[src/common/fmsp_consts.vh]
// Purpose: shared constants of the four-mode serial port
// Assumes: aclk is the cpu clock, 200 MHz
// Notes:   byte offsets on the axi4-lite register bus
`ifndef FMSP_CONSTS_VH
`define FMSP_CONSTS_VH

`define FMSP_ADDR_BUF   4'h0
`define FMSP_ADDR_CTL   4'h4
`define FMSP_ADDR_RATE  4'h8

// serial_control fields
`define FMSP_CTL_RXF    0
`define FMSP_CTL_TXF    1
`define FMSP_CTL_RX9    2
`define FMSP_CTL_TX9    3
`define FMSP_CTL_REN    4
`define FMSP_CTL_FLT    5
`define FMSP_CTL_MODE   6
`define FMSP_CTL_RST    8'h00

// rate control fields
`define FMSP_RATE_DBL   0
`define FMSP_RATE_TXT2  1
`define FMSP_RATE_RXT2  2
`define FMSP_RATE_RST   3'h0

// timing: one machine cycle is six cpu clocks, 16 ticks per bit
`define FMSP_M0_LAST    3'h5
`define FMSP_OVS_LAST   4'hf
`define FMSP_OVS_MID    4'h7
`define FMSP_LEN_M0     4'h8
`define FMSP_LEN_M1     4'ha
`define FMSP_LEN_M23    4'hb

`define FMSP_RESP_OKAY  2'h0
`define FMSP_RESP_SLV   2'h2

`endif

[src/fmsp_tx.v]
// Purpose: transmit shifter for all four frame modes
// Assumes: tick16 is the 16x bit tick, m0_shift ends a machine cycle
// Notes:   a write during a frame is queued behind it
`timescale 1ns/100ps
`include "fmsp_consts.vh"
module fmsp_tx (
  input  wire       aclk,
  input  wire       aresetn,
  input  wire [1:0] mode,
  input  wire       tick16,
  input  wire       m0_shift,
  input  wire       start,
  input  wire [7:0] data,
  input  wire       ninth,
  output wire       active,
  output wire       done,
  output wire       line
);
  reg        pend_reg;
  reg        act_reg;
  reg        done_reg;
  reg [8:0]  buf_reg;
  reg [10:0] sh_reg;
  reg [3:0]  left_reg;
  reg [3:0]  cnt_reg;
  wire       step;

  // async bit edges follow the free divide-by-16 counter
  assign step = (mode == 2'h0) ? m0_shift :
                (tick16 && cnt_reg == `FMSP_OVS_LAST);
  assign active = act_reg;
  assign done   = done_reg;
  assign line   = act_reg ? sh_reg[0] : 1'b1;

  always @(posedge aclk) begin
    if (!aresetn) begin
      pend_reg <= 1'b0;
      act_reg  <= 1'b0;
      done_reg <= 1'b0;
      buf_reg  <= 9'h000;
      sh_reg   <= 11'h7ff;
      left_reg <= 4'h0;
      cnt_reg  <= 4'h0;
    end else begin
      done_reg <= 1'b0;
      if (tick16)
        cnt_reg <= cnt_reg + 4'h1;
      if (start) begin
        pend_reg <= 1'b1;
        buf_reg  <= {ninth, data};
      end
      if (!act_reg) begin
        if (pend_reg && step) begin
          act_reg  <= 1'b1;
          pend_reg <= start;
          case (mode)
            2'h0: begin
              sh_reg   <= {3'h7, buf_reg[7:0]};
              left_reg <= `FMSP_LEN_M0;
            end
            2'h1: begin
              sh_reg   <= {2'h3, buf_reg[7:0], 1'b0};
              left_reg <= `FMSP_LEN_M1;
            end
            default: begin
              sh_reg   <= {1'b1, buf_reg, 1'b0};
              left_reg <= `FMSP_LEN_M23;
            end
          endcase
        end
      end else if (step) begin
        sh_reg   <= {1'b1, sh_reg[10:1]};
        left_reg <= left_reg - 4'h1;
        if (left_reg == 4'h1) begin
          act_reg  <= 1'b0;
          done_reg <= 1'b1;
        end
      end
    end
  end
endmodule

[src/fmsp_rx.v]
// Purpose: receive shifter for all four frame modes
// Assumes: rxd already synchronous to aclk
// Notes:   single mid-bit sample; a start that is gone at mid-bit
//          is treated as noise and dropped
`timescale 1ns/100ps
`include "fmsp_consts.vh"
module fmsp_rx (
  input  wire       aclk,
  input  wire       aresetn,
  input  wire [1:0] mode,
  input  wire       tick16,
  input  wire       m0_shift,
  input  wire       rxd,
  input  wire       permit,
  input  wire       m0_go,
  output wire       active,
  output wire       done,
  output reg  [7:0] data,
  output reg        bit9,
  output wire       stop_ok
);
  reg       act_reg;
  reg       done_reg;
  reg [9:0] sh_reg;
  reg [3:0] left_reg;
  reg [3:0] cnt_reg;
  reg [3:0] len_reg;

  assign active  = act_reg;
  assign done    = done_reg;
  assign stop_ok = sh_reg[9];

  always @* begin
    case (mode)
      2'h0:    data = sh_reg[9:2];
      2'h1:    data = sh_reg[8:1];
      default: data = sh_reg[7:0];
    endcase
    bit9 = (mode == 2'h1) ? sh_reg[9] : sh_reg[8];
  end

  always @(posedge aclk) begin
    if (!aresetn) begin
      act_reg  <= 1'b0;
      done_reg <= 1'b0;
      sh_reg   <= 10'h000;
      left_reg <= 4'h0;
      cnt_reg  <= 4'h0;
      len_reg  <= 4'h0;
    end else begin
      done_reg <= 1'b0;
      if (!act_reg) begin
        // done_reg guard: the flag is not yet set in this cycle
        // start on a machine cycle end so every sample follows a clock low
        if (mode == 2'h0 && m0_go && !done_reg && m0_shift) begin
          act_reg  <= 1'b1;
          left_reg <= `FMSP_LEN_M0;
        end else if (mode != 2'h0 && permit && tick16 && !rxd) begin
          act_reg  <= 1'b1;
          cnt_reg  <= 4'h1;
          len_reg  <= (mode == 2'h1) ? `FMSP_LEN_M1 : `FMSP_LEN_M23;
          left_reg <= (mode == 2'h1) ? `FMSP_LEN_M1 : `FMSP_LEN_M23;
        end
      end else if (mode == 2'h0) begin
        if (m0_shift) begin
          sh_reg   <= {rxd, sh_reg[9:1]};
          left_reg <= left_reg - 4'h1;
          if (left_reg == 4'h1) begin
            act_reg  <= 1'b0;
            done_reg <= 1'b1;
          end
        end
      end else if (tick16) begin
        cnt_reg <= cnt_reg + 4'h1;
        if (cnt_reg == `FMSP_OVS_MID) begin
          if (left_reg == len_reg && rxd)
            act_reg <= 1'b0;
          else begin
            sh_reg   <= {rxd, sh_reg[9:1]};
            left_reg <= left_reg - 4'h1;
            if (left_reg == 4'h1) begin
              act_reg  <= 1'b0;
              done_reg <= 1'b1;
            end
          end
        end
      end
    end
  end
endmodule

[src/fmsp_serial_port.v]
// Purpose: four-mode serial port with an axi4-lite register slave
// Assumes: aclk is the cpu clock; timer overflow inputs are one-cycle
//          pulses from the baud source timers outside this block
// Notes:   one write and one read under way at most
//
// Behaviour
// - transmit and receive paths run at the same time, independently.
// - a second byte may arrive while the first is unread; one is lost.
// - buffer write loads transmit data; buffer read returns receive data.
// - mode 0 shifts eight bits lsb first on rxd, clock on txd, cpu/6.
// - mode 1 frame is start, eight data lsb first, stop; stop to rx ninth.
// - modes 2/3 add a ninth data bit; received ninth goes to rx ninth.
// - mode 2 rate is cpu/32, or cpu/16 with the baud doubler set.
// - mode 3 equals mode 2 except that its rate is variable.
// - every write to the buffer register starts a transmission; here a second write while one is still queued replaces the queued byte.
// - mode 0 reception starts when receive flag is 0 and permit is 1.
// - modes 1-3 reception starts on a start bit when permitted.
// - modes 2/3 with filter set flag reception only if ninth bit is 1.
// - the filter bit has no effect in mode 0.
// - mode 1 with filter set flags reception only with a valid stop.
// - control register holds mode, ninth bits and both done flags.
// - timer 1 source rate is 2^doubler/32 of its overflow rate.
// - a direction set to timer 2 uses its overflows divided by 16.
// - mode 1 sends begin after the next divide-by-16 rollover.
//
// Implementation choices: the AXI4-Lite register port and the placing of the registers.
`timescale 1ns/100ps
`include "fmsp_consts.vh"
module fmsp_serial_port (
  input  wire        aclk,
  input  wire        aresetn,
  input  wire        s_axi_awvalid,
  output wire        s_axi_awready,
  input  wire [3:0]  s_axi_awaddr,
  input  wire        s_axi_wvalid,
  output wire        s_axi_wready,
  input  wire [31:0] s_axi_wdata,
  input  wire [3:0]  s_axi_wstrb,
  output wire        s_axi_bvalid,
  input  wire        s_axi_bready,
  output wire [1:0]  s_axi_bresp,
  input  wire        s_axi_arvalid,
  output wire        s_axi_arready,
  input  wire [3:0]  s_axi_araddr,
  output wire        s_axi_rvalid,
  input  wire        s_axi_rready,
  output wire [31:0] s_axi_rdata,
  output wire [1:0]  s_axi_rresp,
  input  wire        timer1_overflow,
  input  wire        timer2_overflow,
  input  wire        rxd_in,
  output wire        rxd_out,
  output wire        rxd_oe,
  output wire        txd_out
);
  // write channel state
  reg        aw_full_reg;
  reg [3:0]  aw_addr_reg;
  reg        w_full_reg;
  reg [7:0]  w_data_reg;
  reg        w_strb_reg;
  reg        bvalid_reg;
  reg [1:0]  bresp_reg;
  // read channel state
  reg        rvalid_reg;
  reg [7:0]  rdata_reg;
  reg [1:0]  rresp_reg;
  // registers
  reg [7:0]  rx_buf_reg;
  reg [1:0]  mode_reg;
  reg        filter_reg;
  reg        permit_reg;
  reg        tx_ninth_reg;
  reg        rx_ninth_reg;
  reg        tx_flag_reg;
  reg        rx_flag_reg;
  reg [2:0]  rate_reg;
  // timing
  reg [2:0]  phase_reg;
  reg        tx_half_reg;
  reg        rx_half_reg;
  // pins
  reg        txd_reg;
  reg        rxd_out_reg;
  reg        rxd_oe_reg;

  wire       do_write;
  wire       wr_buf;
  wire       wr_ctl;
  wire       wr_rate;
  wire       m0_shift;
  wire       m0_sclk;
  wire       tx_src;
  wire       rx_src;
  wire       tx_tick16;
  wire       rx_tick16;
  wire       tx_active;
  wire       tx_done;
  wire       tx_line;
  wire       rx_active;
  wire       rx_done;
  wire [7:0] rx_data;
  wire       rx_bit9;
  wire       rx_stop;
  wire       rx_accept;
  wire [7:0] ctl_value;

  // rate source event for one direction
  function src_event;
    input [1:0] mode;
    input       t2_sel;
    input       t1_ovf;
    input       t2_ovf;
    begin
      if (mode == 2'h2)
        src_event = 1'b1;
      else if (t2_sel)
        src_event = t2_ovf;
      else
        src_event = t1_ovf;
    end
  endfunction

  // 16x tick: halve the source unless doubled or timer 2 driven
  function tick_gate;
    input [1:0] mode;
    input       t2_sel;
    input       dbl;
    input       src;
    input       half;
    begin
      if (mode == 2'h2 || !t2_sel)
        tick_gate = src && (dbl || half);
      else
        tick_gate = src;
    end
  endfunction

  function [1:0] map_resp;
    input [3:0] addr;
    begin
      if (addr == `FMSP_ADDR_BUF || addr == `FMSP_ADDR_CTL ||
          addr == `FMSP_ADDR_RATE)
        map_resp = `FMSP_RESP_OKAY;
      else
        map_resp = `FMSP_RESP_SLV;
    end
  endfunction

  assign s_axi_awready = !aw_full_reg && !bvalid_reg;
  assign s_axi_wready  = !w_full_reg && !bvalid_reg;
  assign s_axi_bvalid  = bvalid_reg;
  assign s_axi_bresp   = bresp_reg;
  assign s_axi_arready = !rvalid_reg;
  assign s_axi_rvalid  = rvalid_reg;
  assign s_axi_rdata   = {24'h000000, rdata_reg};
  assign s_axi_rresp   = rresp_reg;

  assign do_write = aw_full_reg && w_full_reg && !bvalid_reg;
  assign wr_buf   = do_write && w_strb_reg &&
                    aw_addr_reg == `FMSP_ADDR_BUF;
  assign wr_ctl   = do_write && w_strb_reg &&
                    aw_addr_reg == `FMSP_ADDR_CTL;
  assign wr_rate  = do_write && w_strb_reg &&
                    aw_addr_reg == `FMSP_ADDR_RATE;

  assign ctl_value = {mode_reg, filter_reg, permit_reg,
                      tx_ninth_reg, rx_ninth_reg, tx_flag_reg,
                      rx_flag_reg};

  // machine cycle: shift clock low in its middle three clocks
  assign m0_shift = (phase_reg == `FMSP_M0_LAST);
  assign m0_sclk  = !(phase_reg == 3'h2 || phase_reg == 3'h3 ||
                      phase_reg == 3'h4);

  assign tx_src = src_event(mode_reg, rate_reg[`FMSP_RATE_TXT2],
                            timer1_overflow, timer2_overflow);
  assign rx_src = src_event(mode_reg, rate_reg[`FMSP_RATE_RXT2],
                            timer1_overflow, timer2_overflow);
  // separate tick paths let transmit and receive rates differ
  assign tx_tick16 = tick_gate(mode_reg, rate_reg[`FMSP_RATE_TXT2],
                               rate_reg[`FMSP_RATE_DBL], tx_src,
                               tx_half_reg);
  assign rx_tick16 = tick_gate(mode_reg, rate_reg[`FMSP_RATE_RXT2],
                               rate_reg[`FMSP_RATE_DBL], rx_src,
                               rx_half_reg);

  // a full buffer drops the new byte; filter ignored in mode 0
  assign rx_accept = rx_done && !rx_flag_reg &&
                     (mode_reg == 2'h0 || !filter_reg ||
                      (mode_reg == 2'h1 ? rx_stop : rx_bit9));

  assign rxd_out = rxd_out_reg;
  assign rxd_oe  = rxd_oe_reg;
  assign txd_out = txd_reg;

  // the shifter keeps its own copy of the byte, so no second holding
  // register is needed here and a write during a frame simply queues
  fmsp_tx u_tx (
    .aclk     (aclk),
    .aresetn  (aresetn),
    .mode     (mode_reg),
    .tick16   (tx_tick16),
    .m0_shift (m0_shift),
    .start    (wr_buf),
    .data     (w_data_reg),
    .ninth    (tx_ninth_reg),
    .active   (tx_active),
    .done     (tx_done),
    .line     (tx_line)
  );

  fmsp_rx u_rx (
    .aclk     (aclk),
    .aresetn  (aresetn),
    .mode     (mode_reg),
    .tick16   (rx_tick16),
    .m0_shift (m0_shift),
    .rxd      (rxd_in),
    .permit   (permit_reg),
    .m0_go    (permit_reg && !rx_flag_reg),
    .active   (rx_active),
    .done     (rx_done),
    .data     (rx_data),
    .bit9     (rx_bit9),
    .stop_ok  (rx_stop)
  );

  // axi write path: address and data taken in either order
  always @(posedge aclk) begin
    if (!aresetn) begin
      aw_full_reg <= 1'b0;
      aw_addr_reg <= 4'h0;
      w_full_reg  <= 1'b0;
      w_data_reg  <= 8'h00;
      w_strb_reg  <= 1'b0;
      bvalid_reg  <= 1'b0;
      bresp_reg   <= `FMSP_RESP_OKAY;
    end else begin
      if (s_axi_awvalid && s_axi_awready) begin
        aw_full_reg <= 1'b1;
        aw_addr_reg <= s_axi_awaddr;
      end
      if (s_axi_wvalid && s_axi_wready) begin
        w_full_reg <= 1'b1;
        w_data_reg <= s_axi_wdata[7:0];
        w_strb_reg <= s_axi_wstrb[0];
      end
      if (do_write) begin
        aw_full_reg <= 1'b0;
        w_full_reg  <= 1'b0;
        bvalid_reg  <= 1'b1;
        bresp_reg   <= map_resp(aw_addr_reg);
      end else if (bvalid_reg && s_axi_bready)
        bvalid_reg <= 1'b0;
    end
  end

  // axi read path: buffer read returns the receive side
  // reads have no side effects; flags clear only by a control write
  always @(posedge aclk) begin
    if (!aresetn) begin
      rvalid_reg <= 1'b0;
      rdata_reg  <= 8'h00;
      rresp_reg  <= `FMSP_RESP_OKAY;
    end else if (s_axi_arvalid && s_axi_arready) begin
      rvalid_reg <= 1'b1;
      rresp_reg  <= map_resp(s_axi_araddr);
      case (s_axi_araddr)
        `FMSP_ADDR_BUF:  rdata_reg <= rx_buf_reg;
        `FMSP_ADDR_CTL:  rdata_reg <= ctl_value;
        `FMSP_ADDR_RATE: rdata_reg <= {5'h00, rate_reg};
        default:         rdata_reg <= 8'h00;
      endcase
    end else if (rvalid_reg && s_axi_rready)
      rvalid_reg <= 1'b0;
  end

  // control, flags and receive buffer
  // a buffer write goes straight to the transmit shifter
  always @(posedge aclk) begin
    if (!aresetn) begin
      {mode_reg, filter_reg, permit_reg, tx_ninth_reg} <= 5'h00;
      rx_ninth_reg <= 1'b0;
      tx_flag_reg  <= 1'b0;
      rx_flag_reg  <= 1'b0;
      rate_reg     <= `FMSP_RATE_RST;
      rx_buf_reg   <= 8'h00;
    end else begin
      if (wr_rate)
        rate_reg <= w_data_reg[2:0];
      if (wr_ctl) begin
        mode_reg     <= w_data_reg[`FMSP_CTL_MODE+1:`FMSP_CTL_MODE];
        filter_reg   <= w_data_reg[`FMSP_CTL_FLT];
        permit_reg   <= w_data_reg[`FMSP_CTL_REN];
        tx_ninth_reg <= w_data_reg[`FMSP_CTL_TX9];
      end
      // hardware set wins over a software clear in the same cycle
      tx_flag_reg <= tx_done || (wr_ctl ?
                     w_data_reg[`FMSP_CTL_TXF] : tx_flag_reg);
      rx_flag_reg <= rx_accept || (wr_ctl ?
                     w_data_reg[`FMSP_CTL_RXF] : rx_flag_reg);
      if (rx_accept) begin
        rx_buf_reg <= rx_data;
        if (mode_reg != 2'h0)
          rx_ninth_reg <= rx_bit9;
      end else if (wr_ctl)
        rx_ninth_reg <= w_data_reg[`FMSP_CTL_RX9];
    end
  end

  // machine cycle phase and rate prescalers
  always @(posedge aclk) begin
    if (!aresetn) begin
      phase_reg   <= 3'h0;
      tx_half_reg <= 1'b0;
      rx_half_reg <= 1'b0;
    end else begin
      phase_reg <= m0_shift ? 3'h0 : phase_reg + 3'h1;
      if (tx_src)
        tx_half_reg <= !tx_half_reg;
      if (rx_src)
        rx_half_reg <= !rx_half_reg;
    end
  end

  // pins: mode 0 drives data on rxd and the shift clock on txd
  always @(posedge aclk) begin
    if (!aresetn) begin
      txd_reg     <= 1'b1;
      rxd_out_reg <= 1'b1;
      rxd_oe_reg  <= 1'b0;
    end else if (mode_reg == 2'h0) begin
      txd_reg     <= (tx_active || rx_active) ? m0_sclk : 1'b1;
      rxd_out_reg <= tx_line;
      rxd_oe_reg  <= tx_active;
    end else begin
      txd_reg     <= tx_line;
      rxd_out_reg <= 1'b1;
      rxd_oe_reg  <= 1'b0;
    end
  end
endmodule

[config.mk]
export PLATFORM = sky130hd
export DESIGN_NAME = fmsp_serial_port
export DESIGN_NICKNAME = d
export VERILOG_FILES = /design/src/fmsp_tx.v /design/src/fmsp_rx.v /design/src/fmsp_serial_port.v
export VERILOG_INCLUDE_DIRS = /design/src /design/src/common
export SDC_FILE = /design/constraint.sdc
export NUM_CORES = 1
export LEC_CHECK = 0
export BUFFER_PORTS_ARGS = -buffer_cell sky130_fd_sc_hd__buf_2
export CELL_PAD_IN_SITES_DETAIL_PLACEMENT = 0
export CELL_PAD_IN_SITES_GLOBAL_PLACEMENT = 2
export CORE_ASPECT_RATIO = 0.8
export CORE_MARGIN = 3
export CORE_UTILIZATION = 34
export CTS_BUF_LIST = sky130_fd_sc_hd__clkbuf_8
export CTS_CLUSTER_DIAMETER = 200
export DETAILED_ROUTE_END_ITERATION = 10
export PLACE_DENSITY_LB_ADDON = 0.1
export SYNTH_ARGS = -nofsm -noshare
export SYNTH_HDL_FRONTEND = slang
export SYNTH_SLANG_ARGS = --single-unit
[constraint.sdc]
create_clock -name aclk -period 2.1 [get_ports aclk]
set_clock_uncertainty 0.05 [all_clocks]
set_input_delay 0.21 -clock aclk [delete_from_list [all_inputs] [get_ports aclk]]
set_output_delay 0.21 -clock aclk [all_outputs]
set_load 0.05 [all_outputs]
# After elaboration in Yosys (flattened, before gate mapping)
# Index checks and enable logic that the tools add are counted.
[word_totals] regBits=111 in_bits=54 out_inout_bits=44 wordCells=225
[op_classes] addsub=5 eq_ne=26 n_mux=75 bitwise_logic=3 reduce_logical=78
[ops] cell="$mux W4" n=16
[ops] cell="$mux W10" n=5
[ops] cell="$mux W1" n=45
[ops] cell="$mux W11" n=3
[ops] cell="$logic_and A1 B1 Y1" n=27
[ops] cell="$pmux W8 S3" n=1
[ops] cell="$pmux W10 S2" n=1
[ops] cell="$pmux W8 S2" n=1
[ops] cell="$reduce_bool A2 Y1" n=8
[ops] cell="$logic_or A1 B1 Y1" n=15
[ops] cell="$logic_not A1 Y1" n=13
[ops] cell="$eq A4 B3 Y1 const B" n=3
[ops] cell="$eq A4 B4 Y1 const B" n=3
[ops] cell="$reduce_and A5 Y1" n=2
[ops] cell="$ne A3 B3 Y1 const B" n=3
[ops] cell="$add A4 B1 Y4 const B" n=2
[ops] cell="$eq A4 B1 Y1 const B" n=2
[ops] cell="$logic_not A4 Y1" n=2
[ops] cell="$ne A2 B2 Y1 const B" n=4
[ops] cell="$reduce_and A2 Y1" n=4
[ops] cell="$sub A4 B1 Y4 const B" n=2
[ops] cell="$eq A3 B2 Y1 const B" n=2
[ops] cell="$eq A3 B3 Y1 const B" n=2
[ops] cell="$ne A2 B1 Y1 const B" n=3
[ops] cell="13 further kinds" n=18

# Logic depth before layout (Yosys ltp)
[depth] depth_word=9 depth_mapped=9 depth_no_buf=8

# By module
# From an unflattened synthesis, not the netlist that was laid out.
[unflattened] cells_unflattened=587 hier_area_um2=5297.6
[by_module_without_submodules] mod="fmsp_serial_port" instances=1 cells_each=288 area_per_inst_um2=2596.2 seq_area_each_um2=1081.0
[by_module_without_submodules] mod="fmsp_tx" instances=1 cells_each=144 area_per_inst_um2=1481.4 seq_area_each_um2=600.6
[by_module_without_submodules] mod="fmsp_rx" instances=1 cells_each=155 area_per_inst_um2=1219.9 seq_area_each_um2=440.4

# Worst setup path after synthesis
# Ideal clock, no wire load.
[synth_timing] path_type="register to register" start="register bvalid_reg, in the netlist s_axi_bvalid" end="register aw_addr_reg[0]" setup_ns=0.128 arrival_time_ns=1.959 required_ns=1.922 setup_slack_ns=-0.037 path_stages_with_launch=6 n_path_buf=1 period_less_slack_ns=2.137 cell_sequence="dfxtp_1 nor2_1 and2_1 clkbuf_1 mux2i_1 nor2_1"
[synth_via] elab_chain_cells=3
[synth_lines] item="start: declaration" line_no="fmsp_serial_port.v:62" text="reg bvalid_reg;"
[synth_lines] item="start signal: assignment" line_no="fmsp_serial_port.v:237" text="bvalid_reg <= 1'b0;"
[synth_lines] item="start signal: assignment" line_no="fmsp_serial_port.v:252" text="bvalid_reg <= 1'b1;"
[synth_lines] item="start signal: assignment" line_no="fmsp_serial_port.v:255" text="bvalid_reg <= 1'b0;"
[synth_lines] item="$logic_not A1 Y1" line_no="fmsp_serial_port.v:150" text="assign s_axi_awready = !aw_full_reg && !bvalid_reg;"
[synth_lines] item="$logic_and A1 B1 Y1" line_no="fmsp_serial_port.v:150"
[synth_lines] item="via s_axi_awready" line_no="fmsp_serial_port.v:33" text="output wire s_axi_awready,"
[synth_lines] item="$logic_and A1 B1 Y1" line_no="fmsp_serial_port.v:240" text="if (s_axi_awvalid && s_axi_awready) begin"
[synth_lines] item="end signal: assignment" line_no="fmsp_serial_port.v:242" text="aw_addr_reg <= s_axi_awaddr;"
[synth_lines] item="end: declaration" line_no="fmsp_serial_port.v:58" text="reg [3:0] aw_addr_reg;"
# The timed path passes the listed nets, and every way through them passes these cells.
# A chain may end at the register's enable or synchronous reset.

# Worst setup path in the final report
[layout_timing] start="register u_rx.left_reg[1]" end="register u_rx.left_reg[3]"
[layout_via] elab_chain_cells=6 elab_cells_between_ends=11 cone_classes="add/sub (1); eq/ne (2); mux (6); reduce/logical (2)"
[layout_lines] item="start: declaration" line_no="fmsp_rx.v:25" text="reg [3:0] left_reg;"
[layout_lines] item="start signal: assignment" line_no="fmsp_rx.v:57" text="left_reg <= `FMSP_LEN_M0;"
[layout_lines] item="start signal: assignment" line_no="fmsp_rx.v:62" text="left_reg <= (mode == 2'h1) ? `FMSP_LEN_M1 : `FMSP_LEN_M23;"
[layout_lines] item="start signal: assignment" line_no="fmsp_rx.v:67" text="left_reg <= left_reg - 4'h1;"
[layout_lines] item="$sub A4 B1 Y4" line_no="fmsp_rx.v:67, fmsp_rx.v:80"
[layout_lines] item="$mux W4" line_no="fmsp_rx.v:76" text="if (left_reg == len_reg && rxd)"
[layout_lines] item="$mux W4" line_no="fmsp_rx.v:75" text="if (cnt_reg == `FMSP_OVS_MID) begin"
[layout_lines] item="$mux W4" line_no="fmsp_rx.v:73" text="end else if (tick16) begin"
[layout_lines] item="$mux W4" line_no="fmsp_rx.v:64" text="end else if (mode == 2'h0) begin"
[layout_lines] item="$mux W4" line_no="fmsp_rx.v:52" text="if (!act_reg) begin"
# Parallel ways exist; a longest one is shown, timed or not. The select of a mux whose other input is x is not followed.

==> results_dict.tcl <==
set metrics [dict create \
    coreArea_um2 14400 \
    antenna_found_initial 0 \
    final_common_cell "dfxtp_1" \
    synth_ff_type "dfxtp_1" \
    synth_edf_count 0 \
    p_int_uw 2854 \
    htreeDepth 3 \
    place_hpwl_mm 8.726 \
    wire_per_inst_um 14.45 \
    finalWirelength_mm 12.12 \
    crit_path_end_kind "register" \
    cp_num_cells 6 \
    hp-class "input port to register" \
    hold_path_depth 3 \
    ys_async_sr_fraction_pct 0 \
    crit_type "register to register" \
    detail-route-antenna-nets 0 \
    place_ws_ns 0.09014 \
    yosysWarnings 0 \
    clockRootBuffer "clkbuf_8" \
    fmax_ghz 0.5123 \
    cts_tree "yes" \
    period_needed_ns 1.952 \
    worstMarginPinSlew_ns 0.5115 \
    grt_pass1_wl_mm 20.01 \
    seq_area_frac_synth_pct 42.05 \
    cpLargestDelayFamily "compound AO/OA/AOI/OAI gates" \
    synth_area_um2 5046 \
    portBuffers 44 \
    ys_types 62 \
    power.leakage_uw 0.002315 \
    drv_slew 0 \
    drive_gt1_share_pct 15.42 \
    pin_count 98 \
    clk_pin_slew_ns 0.10 \
    path_cells "and3_1 > o2111ai_1 > o21ai_1 > a21o_1 > o41ai_1 > a31oi_1" \
    reg2reg_depth 6 \
    setup_viol 0 \
    slowest_delay_ns 0.36 \
    rsz0062_at_grt "false" \
    peakVddDrop_mv 0.2843 \
    clk_latency_ns 0.39 \
    power.switching_uw 1029 \
    arrival_ns 2.17 \
    cp.required_ns 2.32 \
    place_congestion 0.7926 \
    outcome "finished, final reports clean" \
    hold_ws_ns 0.01877 \
    viasPerCell 4.849 \
    final_hold_viol_count 0 \
    design_area_um2 5779 \
    path_buf_inv 0 \
    max_slew_margin_pct 65.90 \
    area_growth_pct 14.53 \
    pwr-share-comb_pct 9.9 \
    synth_cells 600 \
    fin_tns_setup_ns 0 \
    crit_fanout 6 \
    synth_seq_cells 106 \
    finalCritPeriodShare_pct 92.95 \
    final_cell_mix "104 x dfxtp_1, 101 x nor2_1, 69 x nand2_1" \
    drtIter0Drc 256 \
    grt_overflow 0 \
    cts_sinks 106 \
    fin_nets 715 \
    grt_max_degree 51 \
    postLayoutSetupSlackWorst_ns 0.1481 \
    fin_total_pwr_uw 3883 \
    die_w_um 142.2 \
    start_util_pct 35.05 \
    startpoint_type "register" \
    slowest_stage "dfxtp_1" \
    dr_total_vias 4068 \
    synth_area_per_cell_um2 8.410 \
    grt.total_usage_pct 15.35 \
    antenna_cells 0 \
    die-area_um2 16350 \
    switching_share_pct 26.50 \
    p_clk_share_pct 36.4 \
    rows 39 \
    p_seq_share_pct 53.7 \
    postCtsSetupBuffers 0 \
    die_y_um 115.0 \
    max-clock-path-buffers 2 \
    place_area_um2 5419 \
    cts_buffers 9 \
    grt_pass1_vias 3828 \
    first_pass_iters 4 \
    power.density_nw_per_um2 671.8 \
    maxCapViolCount 0 \
    drc 0 \
]
==> cell usage after synthesis (2+ instances only) <==
cell type,instances,area [um2]
or2_2,2,12.51
clkbuf_1,21,78.83
nor2_1,102,382.9
o21ai_0,10,50.05
a211oi_2,2,25.02
a211o_1,2,17.52
a21oi_1,63,315.3
or2_1,2,12.51
a31oi_1,3,18.77
and3_1,2,12.51
a22oi_1,4,30.03
o21ai_1,5,25.02
o21a_1,3,22.52
nor2b_1,3,18.77
xor2_1,3,26.28
inv_2,2,7.510
nand2b_1,3,18.77
nand3_1,10,50.05
buf_4,29,217.7
o2111ai_1,2,17.52
buf_2,5,25.02
dfxtp_1,106,2122
ha_1,11,137.6
buf_1,3,11.26
mux2_2,3,33.78
or3_1,2,12.51
and2_1,3,18.77
nand2_1,69,259.0
nand3b_1,3,22.52
o211ai_1,11,82.58
inv_1,16,60.06
xnor2_1,5,43.79
nand3_2,2,20.02
nor3_1,8,40.04
mux2i_1,53,530.5
==> final timing paths <==
path / startpoint / end / slack (ns)
worst min-delay path: s_axi_awaddr[2] / aw_addr_reg[2] / 0.02
worst min register to register: u_tx.done / tx_flag_reg / 0.39
worst max register to register: u_rx.left_reg[1] / u_rx.left_reg[3] / 0.15
worst max-delay path: u_rx.left_reg[1] / u_rx.left_reg[3] / 0.15
==> final cells by class <==
type | instances | area [um2]
Multi-Input combinational cell | 442 | 2633
Timing Repair Buffer | 73 | 505.5
Sequential cell | 106 | 2125
Inverter | 18 | 67.56
Tap cell | 184 | 230.2
Clock buffer | 10 | 137.6
Fill cell | 1483 | 8616
Clock inverter | 6 | 81.33
==> through the flow <==
stage	cells	util (%)
finish	839	40.15
global route	839	40.15
CTS	839	40.00
detailed placement	811	37.64
global placement	811	37.64
floorplan	625	-
==> what timing repair did <==
action                                 in CTS  in global routing
setup endpoints to repair                   0                  7
endpoints found under the hold margin      12                  0
hold buffers                               12                  0
resized for setup                           0                  5
==> kinds of logic after synthesis <==
kind of cell | Yosys count | share of synthesized area [%]
AND/OR/NAND/NOR | 223 | 19.66
AO/OA/AOI/OAI | 118 | 14.75
flip-flops | 106 | 42.05
buffers and inverters | 77 | 8.158
multiplexers | 56 | 11.18
adder cells (fa/ha/maj) | 11 | 2.727
XOR/XNOR | 8 | 1.389
other | 1 | 0.07431
==> metal layers <==
metal  wire [um]  up-vias  global-route usage [%]
li1            -     2091                       -
met1        6369     1896                   21.80
met2        5137       70                   23.01
met3         452       11                   3.784
met4         162        0                   4.795
met5           0        -                       0
==> worst reg2reg max path, delay by kind of cell, from the launching register on <==
kind,cells,cell delay (ns)
AO/OA/AOI/OAI,5,1.24
flip-flops,1,0.36
AND/OR/NAND/NOR,1,0.19
==> power groups by stage <==
stage          combinational, uW  sequential [uW]  clock [uW]
2_1_floorplan                301             2140           0
3_3_place_gp                 360             2130           0
3_5_place_dp                 366             2130           0
4_1_cts                      384             2090        1480
5_1_grt                      418             2090        1550
6_report                     384             2080        1410
Note: power is estimated with default switching activity, not from simulation.
